`src/nahi_pkg.sv`:
```
// package of constants and types for the nand async host interface controller
// Operation
// - five address cycles: column, column, row x3
// - column top bit set forces bits 11..8 zero
// - bits outside address space driven low
// - command latched on write strobe rising edge
// - address latched on write strobe rising edge
// - data input latched on write strobe rise
// - sample on read rise when period long; the host samples io_i while the read strobe is still low
// - issue read mode after enhanced status read
// - change write protect only idle, then settle
// - hold write protect low during power-on
// - ready/busy valid after 50us/10us at power-up
// - without ready/busy wait 100us before command
// - reset first command, busy for 1ms
package nahi_pkg;
    // clock rate and derived cycle counts
    localparam int CLK_PERIOD_NS       = 10;
    localparam int STRB_LOW_NS         = 20;
    localparam int STRB_HIGH_NS        = 20;
    localparam int STRB_LOW_CYC        = (STRB_LOW_NS + CLK_PERIOD_NS - 1) / CLK_PERIOD_NS;
    localparam int STRB_HIGH_CYC       = (STRB_HIGH_NS + CLK_PERIOD_NS - 1) / CLK_PERIOD_NS;
    localparam int READ_CYCLE_NS       = STRB_LOW_NS + STRB_HIGH_NS;
    localparam int SAMPLE_LONG_NS      = 30;
    localparam int PWRUP_VALID_US      = 50;
    localparam int PWRUP_NOMON_US      = 100;
    localparam int RESET_BUSY_US       = 1000;
    localparam int PROTECT_SETTLE_NS   = 100;
    localparam int PWRUP_VALID_CYC     = (PWRUP_VALID_US * 1000 + CLK_PERIOD_NS - 1) / CLK_PERIOD_NS;
    localparam int PWRUP_NOMON_CYC     = (PWRUP_NOMON_US * 1000 + CLK_PERIOD_NS - 1) / CLK_PERIOD_NS;
    localparam int RESET_BUSY_CYC      = (RESET_BUSY_US * 1000 + CLK_PERIOD_NS - 1) / CLK_PERIOD_NS;
    localparam int PROTECT_SETTLE_CYC  = (PROTECT_SETTLE_NS + CLK_PERIOD_NS - 1) / CLK_PERIOD_NS;
    // command codes
    localparam logic [7:0] CMD_RESET       = 8'hFF;
    localparam logic [7:0] CMD_READ_MODE   = 8'h00;
    localparam logic [7:0] CMD_STATUS      = 8'h70;
    localparam logic [7:0] CMD_STATUS_ENH  = 8'h78;
    // address layout fields
    localparam int COL_W      = 13;
    localparam int PAGE_W     = 6;
    localparam int BLOCK_W    = 17;
    localparam int ROW_W      = PAGE_W + BLOCK_W;
    localparam int COL_TOP    = 12;
    localparam int ADDR_CYCLES = 5;
    localparam logic [2:0] ADDR_CYC_LAST = 3'h4;
    // request kinds
    typedef enum logic [2:0] {
        NAHI_OP_CMD   = 3'h0,
        NAHI_OP_ADDR5 = 3'h1,
        NAHI_OP_ADDR1 = 3'h2,
        NAHI_OP_WRITE = 3'h3,
        NAHI_OP_READ  = 3'h4,
        NAHI_OP_WP    = 3'h5
    } nahi_op_t;
    // sequencer states
    typedef enum logic [3:0] {
        NAHI_S_PWRUP  = 4'h0,
        NAHI_S_RSTCMD = 4'h1,
        NAHI_S_RSTBSY = 4'h2,
        NAHI_S_IDLE   = 4'h3,
        NAHI_S_SETUP  = 4'h4,
        NAHI_S_WLOW   = 4'h5,
        NAHI_S_WHIGH  = 4'h6,
        NAHI_S_RLOW   = 4'h7,
        NAHI_S_RHIGH  = 4'h8,
        NAHI_S_SETTLE = 4'h9
    } nahi_state_t;
endpackage

```
`src/nahi_buf.sv`:
```
// two-entry valid/ready buffer for read data
module nahi_buf #(
    parameter int WIDTH = 8
) (
    // clock and reset
    input  wire logic             clk_i,
    input  wire logic             srst_i,
    // filling side
    input  wire logic             in_valid_i,
    output logic                  in_ready_o,
    input  wire logic [WIDTH-1:0] in_data_i,
    // draining side
    output logic                  out_valid_o,
    input  wire logic             out_ready_i,
    output logic      [WIDTH-1:0] out_data_o
);
    logic [WIDTH-1:0] mem [2];
    logic             wr_ptr;
    logic             rd_ptr;
    logic [1:0]       count;
    wire              push = in_valid_i && in_ready_o;
    wire              pop  = out_valid_o && out_ready_i;

    // full and empty follow the entry count
    assign in_ready_o  = (count != 2'h2);
    assign out_valid_o = (count != 2'h0);
    assign out_data_o  = mem[rd_ptr];

    // pointers and count
    always_ff @(posedge clk_i) begin
        if (srst_i) begin
            wr_ptr <= 1'b0;
            rd_ptr <= 1'b0;
            count  <= 2'h0;
        end else begin
            if (push) wr_ptr <= ~wr_ptr;
            if (pop) rd_ptr <= ~rd_ptr;
            count <= count + {1'b0, push} - {1'b0, pop};
        end
    end

    // storage carries no reset
    always_ff @(posedge clk_i) begin
        if (push) mem[wr_ptr] <= in_data_i;
    end
endmodule

```
`src/nahi_host.sv`:
```
// host controller driving the nand asynchronous pins
module nahi_host #(
    parameter int PWRUP_CYC   = nahi_pkg::PWRUP_NOMON_CYC,
    parameter int RSTBSY_CYC  = nahi_pkg::RESET_BUSY_CYC,
    parameter bit USE_RB      = 1'b1
) (
    // clock and reset
    input  wire logic        clk_i,
    input  wire logic        srst_i,
    // request port
    input  wire logic        req_valid_i,
    output logic             req_ready_o,
    input  wire logic [2:0]  req_op_i,
    input  wire logic [7:0]  req_byte_i,
    input  wire logic [12:0] req_col_i,
    input  wire logic [22:0] req_row_i,
    // read data stream
    output logic             rd_valid_o,
    input  wire logic        rd_ready_i,
    output logic [7:0]       rd_data_o,
    // status
    output logic             init_done_o,
    output logic             busy_o,
    output logic             addr_err_o,
    // nand pins
    output logic             chip_en_n_o,
    output logic             cmd_latch_o,
    output logic             addr_latch_o,
    output logic             write_strobe_n_o,
    output logic             read_strobe_n_o,
    output logic             write_prot_n_o,
    output logic [7:0]       io_o,
    output logic             io_oe_n_o,
    input  wire logic [7:0]  io_i,
    input  wire logic        ready_busy_n_i
);
    localparam int CW = 24;
    nahi_pkg::nahi_state_t state;
    nahi_pkg::nahi_state_t next_state;
    logic [CW-1:0] cnt;
    logic [2:0]    acyc;
    logic [2:0]    op;
    logic [12:0]   col;
    logic [22:0]   row;
    logic [7:0]    wbyte;
    logic          rb_sync;
    logic [7:0]    io_sync;
    logic          buf_ready;
    logic          push;
    logic          addr_bad;

    // pin inputs pass two flip-flops first
    nahi_sync #(.WIDTH(1), .INIT(32'h0)) u_rb_sync (
        .clk_i  (clk_i),
        .srst_i (srst_i),
        .async_i(ready_busy_n_i),
        .sync_o (rb_sync)
    );
    nahi_sync #(.WIDTH(8), .INIT(32'h0)) u_io_sync (
        .clk_i  (clk_i),
        .srst_i (srst_i),
        .async_i(io_i),
        .sync_o (io_sync)
    );

    // read data buffer; a full buffer holds the read strobe low in RLOW until an entry drains
    nahi_buf #(.WIDTH(8)) u_buf (
        .clk_i      (clk_i),
        .srst_i     (srst_i),
        .in_valid_i (push),
        .in_ready_o (buf_ready),
        .in_data_i  (io_sync),
        .out_valid_o(rd_valid_o),
        .out_ready_i(rd_ready_i),
        .out_data_o (rd_data_o)
    );

    // decode of request legality and phase
    wire idle      = (state == nahi_pkg::NAHI_S_IDLE);
    wire take      = req_valid_i && req_ready_o;
    wire cnt_zero  = (cnt == '0);
    wire is_cmd    = (op == nahi_pkg::NAHI_OP_CMD);
    wire is_addr   = (op == nahi_pkg::NAHI_OP_ADDR5) || (op == nahi_pkg::NAHI_OP_ADDR1);
    wire is_read   = (op == nahi_pkg::NAHI_OP_READ);
    wire last_addr = (op == nahi_pkg::NAHI_OP_ADDR1) || (acyc == nahi_pkg::ADDR_CYC_LAST);
    // column top bit set with bits 11..8 nonzero is refused
    assign addr_bad = (req_op_i == nahi_pkg::NAHI_OP_ADDR5)
                   && req_col_i[nahi_pkg::COL_TOP] && (req_col_i[11:8] != 4'h0);
    // reading data out needs ready so the die is not busy
    wire rb_gate   = rb_sync || !USE_RB;
    assign req_ready_o = idle && !addr_bad && (rb_gate || req_op_i == nahi_pkg::NAHI_OP_CMD);
    assign push    = (state == nahi_pkg::NAHI_S_RLOW) && cnt_zero && buf_ready;
    assign busy_o  = !idle;

    // address byte for the current cycle, unused bits forced low
    logic [7:0] abyte;
    always_comb begin
        abyte = 8'h00;
        case (acyc)
            3'h0:    abyte = col[7:0];
            3'h1:    abyte = {3'h0, col[12:8]};
            3'h2:    abyte = row[7:0];
            3'h3:    abyte = row[15:8];
            default: abyte = {1'b0, row[22:16]} & 8'h01;
        endcase
    end

    // next state
    always_comb begin
        next_state = state;
        case (state)
            nahi_pkg::NAHI_S_PWRUP: begin
                if (cnt_zero && rb_gate) next_state = nahi_pkg::NAHI_S_RSTCMD;
            end
            nahi_pkg::NAHI_S_RSTCMD: begin
                if (cnt_zero) next_state = nahi_pkg::NAHI_S_RSTBSY;
            end
            nahi_pkg::NAHI_S_RSTBSY: begin
                if (cnt_zero && rb_gate) next_state = nahi_pkg::NAHI_S_IDLE;
            end
            nahi_pkg::NAHI_S_IDLE: begin
                if (take && req_op_i == nahi_pkg::NAHI_OP_WP) begin
                    next_state = nahi_pkg::NAHI_S_SETTLE;
                end else if (take && req_ready_o) begin
                    next_state = nahi_pkg::NAHI_S_SETUP;
                end
            end
            nahi_pkg::NAHI_S_SETUP: begin
                next_state = is_read ? nahi_pkg::NAHI_S_RLOW : nahi_pkg::NAHI_S_WLOW;
            end
            nahi_pkg::NAHI_S_WLOW: begin
                if (cnt_zero) next_state = nahi_pkg::NAHI_S_WHIGH;
            end
            nahi_pkg::NAHI_S_WHIGH: begin
                if (cnt_zero) begin
                    next_state = (is_addr && !last_addr) ? nahi_pkg::NAHI_S_WLOW
                                                         : nahi_pkg::NAHI_S_IDLE;
                end
            end
            nahi_pkg::NAHI_S_RLOW: begin
                if (push) next_state = nahi_pkg::NAHI_S_RHIGH;
            end
            nahi_pkg::NAHI_S_RHIGH: begin
                if (cnt_zero) next_state = nahi_pkg::NAHI_S_IDLE;
            end
            nahi_pkg::NAHI_S_SETTLE: begin
                if (cnt_zero) next_state = nahi_pkg::NAHI_S_IDLE;
            end
            default: next_state = nahi_pkg::NAHI_S_PWRUP;
        endcase
    end

    // next count loaded on each state entry
    logic [CW-1:0] next_cnt;
    always_comb begin
        next_cnt = cnt_zero ? cnt : cnt - 1'b1;
        if (next_state != state || (state == nahi_pkg::NAHI_S_WHIGH && next_state
                == nahi_pkg::NAHI_S_WLOW)) begin
            case (next_state)
                // reset command gets a high phase so latches hold past the strobe rise
                nahi_pkg::NAHI_S_RSTCMD:
                    next_cnt = CW'(nahi_pkg::STRB_LOW_CYC + nahi_pkg::STRB_HIGH_CYC - 1);
                nahi_pkg::NAHI_S_RSTBSY: next_cnt = CW'(RSTBSY_CYC - 1);
                nahi_pkg::NAHI_S_WLOW:   next_cnt = CW'(nahi_pkg::STRB_LOW_CYC - 1);
                // two extra cycles cover the io synchroniser before the push
                nahi_pkg::NAHI_S_RLOW:   next_cnt = CW'(nahi_pkg::STRB_LOW_CYC + 1);
                nahi_pkg::NAHI_S_WHIGH:  next_cnt = CW'(nahi_pkg::STRB_HIGH_CYC - 1);
                nahi_pkg::NAHI_S_RHIGH:  next_cnt = CW'(nahi_pkg::STRB_HIGH_CYC - 1);
                nahi_pkg::NAHI_S_SETTLE: next_cnt = CW'(nahi_pkg::PROTECT_SETTLE_CYC - 1);
                default:                 next_cnt = '0;
            endcase
        end
    end

    // state and counter
    always_ff @(posedge clk_i) begin
        if (srst_i) begin
            state <= nahi_pkg::NAHI_S_PWRUP;
            cnt   <= CW'(PWRUP_CYC - 1);
        end else begin
            state <= next_state;
            cnt   <= next_cnt;
        end
    end

    // request capture and address cycle index
    always_ff @(posedge clk_i) begin
        if (srst_i) begin
            op    <= 3'h0;
            col   <= 13'h0000;
            row   <= 23'h000000;
            wbyte <= nahi_pkg::CMD_RESET;
            acyc  <= 3'h0;
        end else if (state == nahi_pkg::NAHI_S_IDLE && next_state == nahi_pkg::NAHI_S_SETUP) begin
            op    <= req_op_i;
            col   <= req_col_i;
            row   <= req_row_i;
            wbyte <= req_byte_i;
            acyc  <= 3'h0;
        end else if (state == nahi_pkg::NAHI_S_WHIGH && cnt_zero) begin
            acyc  <= acyc + 3'h1;
        end
    end

    // write protect held low until init, then steered by requests
    always_ff @(posedge clk_i) begin
        if (srst_i) begin
            write_prot_n_o <= 1'b0;
        end else if (take && req_op_i == nahi_pkg::NAHI_OP_WP) begin
            write_prot_n_o <= req_byte_i[0];
        end
    end

    // pin drive from registers
    wire in_w   = (state == nahi_pkg::NAHI_S_WLOW) || (state == nahi_pkg::NAHI_S_WHIGH);
    wire in_r   = (state == nahi_pkg::NAHI_S_RLOW) || (state == nahi_pkg::NAHI_S_RHIGH);
    wire in_rst = (state == nahi_pkg::NAHI_S_RSTCMD);
    wire rst_lo = in_rst && (cnt >= CW'(nahi_pkg::STRB_HIGH_CYC));
    wire selct  = in_w || in_r || in_rst || (state == nahi_pkg::NAHI_S_SETUP);
    logic [7:0] next_io;
    assign next_io = is_addr ? abyte : wbyte;
    always_ff @(posedge clk_i) begin
        if (srst_i) begin
            chip_en_n_o      <= 1'b1;
            cmd_latch_o      <= 1'b0;
            addr_latch_o     <= 1'b0;
            write_strobe_n_o <= 1'b1;
            read_strobe_n_o  <= 1'b1;
            io_o             <= 8'h00;
            io_oe_n_o        <= 1'b1;
            init_done_o      <= 1'b0;
            addr_err_o       <= 1'b0;
        end else begin
            // chip enable released between requests lets the die drop to standby
            chip_en_n_o      <= !selct;
            cmd_latch_o      <= in_rst || (in_w && is_cmd);
            addr_latch_o     <= in_w && is_addr && !in_rst;
            // rising edge of the write strobe at end of WLOW latches the byte
            write_strobe_n_o <= !(rst_lo || (state == nahi_pkg::NAHI_S_WLOW));
            read_strobe_n_o  <= !(state == nahi_pkg::NAHI_S_RLOW);
            io_o             <= in_rst ? nahi_pkg::CMD_RESET : next_io;
            io_oe_n_o        <= !(in_rst || in_w || (state == nahi_pkg::NAHI_S_SETUP && !is_read));
            init_done_o      <= init_done_o || (state == nahi_pkg::NAHI_S_RSTBSY && next_state
                                == nahi_pkg::NAHI_S_IDLE);
            addr_err_o       <= idle && req_valid_i && addr_bad;
        end
    end

    // never both latches, never both strobes low
    AST_LATCH_EXCL: assert property (@(posedge clk_i) disable iff (srst_i)
        !(cmd_latch_o && addr_latch_o)) else $error("both latches high");
    AST_STRB_EXCL: assert property (@(posedge clk_i) disable iff (srst_i)
        !(!write_strobe_n_o && !read_strobe_n_o)) else $error("both strobes low");
    AST_FIRST_RESET: assert property (@(posedge clk_i) disable iff (srst_i)
        ($fell(write_strobe_n_o) && !init_done_o) |-> ##1 (io_o == nahi_pkg::CMD_RESET))
        else $error("first command not reset");
    AST_ADDR_HIGH_LOW: assert property (@(posedge clk_i) disable iff (srst_i)
        (addr_latch_o && acyc == 3'h4 && !write_strobe_n_o) |-> io_o[7:1] == 7'h00)
        else $error("fifth address cycle upper bits set");
    AST_WP_IDLE: assert property (@(posedge clk_i) disable iff (srst_i)
        $changed(write_prot_n_o) |-> ##1 (state == nahi_pkg::NAHI_S_SETTLE))
        else $error("write protect changed outside idle");
    AST_WP_PWRUP: assert property (@(posedge clk_i) disable iff (srst_i)
        !init_done_o |-> !write_prot_n_o) else $error("write protect high before init");
    AST_WE_HOLD: assert property (@(posedge clk_i) disable iff (srst_i)
        $fell(write_strobe_n_o) |-> !write_strobe_n_o [*2]) else $error("write strobe short");
    AST_CE_DATA: assert property (@(posedge clk_i) disable iff (srst_i)
        (!read_strobe_n_o || !write_strobe_n_o) |-> !chip_en_n_o)
        else $error("strobe without chip enable");
    AST_RB_DONE: assert property (@(posedge clk_i) disable iff (srst_i)
        $rose(init_done_o) |-> $past(rb_gate)) else $error("init done while busy");
    COV_RESET_DONE: cover property (@(posedge clk_i) disable iff (srst_i) $rose(init_done_o));
    COV_ADDR5: cover property (@(posedge clk_i) disable iff (srst_i)
        addr_latch_o && acyc == 3'h4);
    COV_READ: cover property (@(posedge clk_i) disable iff (srst_i) push);
    COV_WP: cover property (@(posedge clk_i) disable iff (srst_i) $rose(write_prot_n_o));
endmodule

```
`src/nahi_sync.sv`:
```
// two flip-flop synchroniser for pin inputs
module nahi_sync #(
    parameter int          WIDTH = 1,
    parameter logic [31:0] INIT  = 32'h0
) (
    // clock and reset
    input  wire logic             clk_i,
    input  wire logic             srst_i,
    // asynchronous input and synchronised output
    input  wire logic [WIDTH-1:0] async_i,
    output logic      [WIDTH-1:0] sync_o
);
    logic [WIDTH-1:0] stage1;

    // first stage is read only by the second stage
    always_ff @(posedge clk_i) begin
        if (srst_i) begin
            stage1 <= INIT[WIDTH-1:0];
            sync_o <= INIT[WIDTH-1:0];
        end else begin
            stage1 <= async_i;
            sync_o <= stage1;
        end
    end
endmodule

```
`config.mk`:
```
export PLATFORM = sky130hd
export DESIGN_NAME = nahi_host
export DESIGN_NICKNAME = d
export VERILOG_FILES = /design/src/nahi_pkg.sv /design/src/nahi_buf.sv /design/src/nahi_host.sv /design/src/nahi_sync.sv
export SDC_FILE = /design/constraint.sdc
export NUM_CORES = 1
export LEC_CHECK = 0
export ABC_AREA = 1
export BUFFER_PORTS_ARGS = -buffer_cell sky130_fd_sc_hd__buf_2
export CORE_ASPECT_RATIO = 0.8
export CORE_MARGIN = 4
export CORE_UTILIZATION = 50
export DETAILED_ROUTE_END_ITERATION = 12
export PLACE_DENSITY = 0.79
export SLEW_MARGIN = 25
export SYNTH_ARGS = -nofsm -noshare
export SYNTH_HDL_FRONTEND = slang
export SYNTH_SLANG_ARGS = --single-unit
export TNS_END_PERCENT = 50
```
`constraint.sdc`:
```
create_clock -name clk_i -period 2.5 [get_ports clk_i]
set_clock_uncertainty 0.2 [all_clocks]
set_input_delay 0.25 -clock clk_i [delete_from_list [all_inputs] [get_ports clk_i]]
set_output_delay 0.25 -clock clk_i [all_outputs]
set_load 0.05 [all_outputs]
```
==> impl_metrics.yaml <==
run_status:
  outcome: "complete, no violations"
synth:
  post_synth_num_cell_types: 41
  avgSynthCellArea_um2: 7.91
  post_synthesis_cell_type_with_the_largest_combined_area: "dfxtp_1"
  post_synthesis_instance_area_mm2: 0.00568
  synth_seq_cells: 128
  synthTopCellsByArea: "dfxtp_1, edfxtp_1, nand2_1, inv_1, nor2_1"
  synthesis.nets: 787
  synthDominantCellAreaShare: 0.395
  synth-seq-area-share: 0.480
  synth-warning-count: 0
  synthesis.instances: 718
global_route:
  overflow: 0
  grt_pass1_vias: 5023
  grt_first_pass_wirelength_um: 23900
  grt_max_degree: 56
  grt_use_total: 0.228
  antenna_violations_before_repair: 0
run:
  timing.max_cap.violations: 0
worst_setup_path:
  critical_path.max_fanout: 5
  cp.required_ns: 2.61
  arrival_ns: 2.54
  endpoint_kind: "flop"
  critical_path_class: "input port to flop"
  startpoint_type: "input port"
die:
  initial_core_util: 0.517
  die-height_um: 103
  design.core.area_mm2: 0.0110
  ioPinCount: 88
  die-width_um: 127
  die_outline_area_mm2: 0.0131
  site_rows: 34
final_layout:
  syn_to_final_growth_pct: 33.9
  drive_gt1_frac: 0.236
  layout.cell_area.non_filler_mm2: 0.00760
  final_nets: 939
clock_tree:
  clock_tree_from_tritoncts: "built"
  path_clk_slew_ns: 0.05
  clkLatencyLatePin_ns: 0.42
  clk_root_buffer_cell: "clkbuf_16"
  cts_buffer_depth: 2
  cts_inserted_buffers: 17
  h-tree-depth: 4
  clock-sinks: 128
timing:
  min_period_over_period: 0.973
  final.setup.tns_ns: 0
  report.final.slew_viol_count: 0
  count_of_final_hold_check_violations: 0
  slew-limit-headroom: 0.618
  setup_viol: 0
  timing_worst_slew_pin_value_ns: 0.573
  finalCriticalPeriod_ns: 2.43
  fmaxAchievable_ghz: 0.411
power:
  pwr_density_mw_per_mm2: 669
  cellInternalPower_mw: 3.94
  net-switching-power_mw: 1.15
  switching_share: 0.227
  share_seq_of_total_power: 0.419
  pwr-share-comb: 0.063
  worst_ir_drop_on_vdd_v: 0.000570
  power_frac_clock: 0.518
  power.static_leakage_nw: 3.38
detailed_routing:
  vias_per_cell: 5.12
  drtIter0Drc: 488
  postRouteWirelength_um: 14600
  avgRoutedWirePerCell_um: 14.3
  route.antenna.remaining_nets: 0
  routed-via-count: 5262
  dr.pass1.iters: 6
  drcViolationCount: 0
worst_hold_path:
  hold_class: "input port to flop"
placement:
  gp_congestion: 0.908
  port-buffer-count: 81
  place_hpwl_um: 9130
  placed_area_mm2: 0.00631
## sequential cells by signal (all words and copies together) (netlist names), 2 cells and up, named ones only
| name | count |
|---|---|
| wbyte | 8 |
| op | 3 |
| io_o | 8 |
| state | 4 |
| u_buf.count | 2 |
| u_io_sync.stage1 | 8 |
| acyc | 3 |
| cnt | 24 |
| u_io_sync.sync_o | 8 |
| u_buf.mem | 16 |
| row | 17 |
| col | 13 |
## area by class of cell
class	count	area, um2
Sequential cell	128	2730
Clock inverter	14	205
Tap cell	144	180
Clock buffer	18	429
Multi-Input combinational cell	468	2570
Timing Repair Buffer	156	1110
Antenna cell	1	2.50
Inverter	99	383
Fill cell	825	3370
## metrics by stage
stage | setup slack, ns | power, mW | instances | hold WS (ns) | utilization
global route | -0.0779 | 5.25 | 1027 | 0.0690 | 0.693
finish | 0.0684 | 5.09 | 1028 | 0.0504 | 0.693
global placement | 0.0801 | 2.42 | 939 | 0.190 | 0.575
floorplan | 0.269 | 2.34 | 718 | 0.157 | -
CTS | 0.0397 | 5.10 | 1021 | 0.0267 | 0.679
detailed placement | 0.0511 | 2.43 | 939 | 0.196 | 0.575
## logic make-up after synthesis
group / synth area share
compound gates: 0.124
xor+xnor: 0.0339
fa+ha+maj: 0.0198
buf+inv: 0.0851
flops: 0.480
mux: 0.0159
simple gates: 0.242
## Yosys cell counts, drive strengths merged
library cell,instances
clkinv,2
nand2,129
o211ai,1
a21oi,67
xor2,15
edfxtp,16
a221oi,1
xnor2,7
nand4,7
or2,2
mux2,8
nor2,103
and2,1
dfxtp,112
o22ai,8
clkbuf,14
inv,97
nor4,7
a31oi,1
nand3,34
nor3,13
o21ai,54
buf,9
nor3b,1
ha,9
## critical path, stage by stage
cell           delay (ns)
dlygate4sd3_1        0.65
nand2_1              0.12
nor2_1               0.19
nand3_2              0.18
nand4_4              0.17
buf_4                0.14
nand3_2              0.18
nand3_2              0.17
nor2_1               0.07
nand2_1              0.06
nand2_1              0.06
nor2_1               0.12
nand2_1              0.07
nand2_1              0.06
nand2_1              0.04
## what timing repair did
action | 4_1_cts | 5_1_grt
buffers inserted | 0 | 7
resized for setup | 0 | 29
hold buffers | 50 | 0
hold endpoints to repair | 51 | 0
setup endpoints to repair | 0 | 55
## placed cells by master (no fill, tap or decap), types with 5 or more instances in the layout
master	n
edfxtp_1	16
nor2_4	8
o22ai_1	8
ha_1	8
nand2_1	117
nor2_2	9
nor2_1	86
inv_2	6
buf_2	80
nand2_2	9
dlygate4sd3_1	50
mux2_2	8
nor3_1	10
xor2_1	15
clkbuf_16	17
o21ai_0	47
nand4_1	5
inv_1	89
nand3_1	28
a21oi_1	65
buf_4	24
xnor2_1	7
dfxtp_1	109
## worst paths after layout
path / endpoint / slack, ns / cells past startpoint / startpoint
min reg2reg: u_rb_sync.sync_o / 0.20 / 2 / u_rb_sync.stage1
max reg2reg: cnt[3] / 0.13 / 14 / state[3]
max: cnt[0] / 0.07 / 15 / req_op_i[0]
min: op[2] / 0.05 / 3 / req_op_i[2]
## layer usage
layer	vias up	routed length, um	GRT usage
li1	2621	-	-
met1	2374	6520	0.303
met2	234	6500	0.354
met3	33	1290	0.0693
met4	0	331	0.0899
met5	-	0	0
## power by group through the flow
stage	registers (mW)	clock network [mW]	logic, mW
6_report	2.13	2.64	0.323
5_1_grt	2.14	2.76	0.356
4_1_cts	2.13	2.66	0.311
3_5_place_dp	2.18	0	0.249
3_3_place_gp	2.17	0	0.245
2_1_floorplan	2.19	0	0.144
Note: power is estimated with default switching activity, not from simulation.
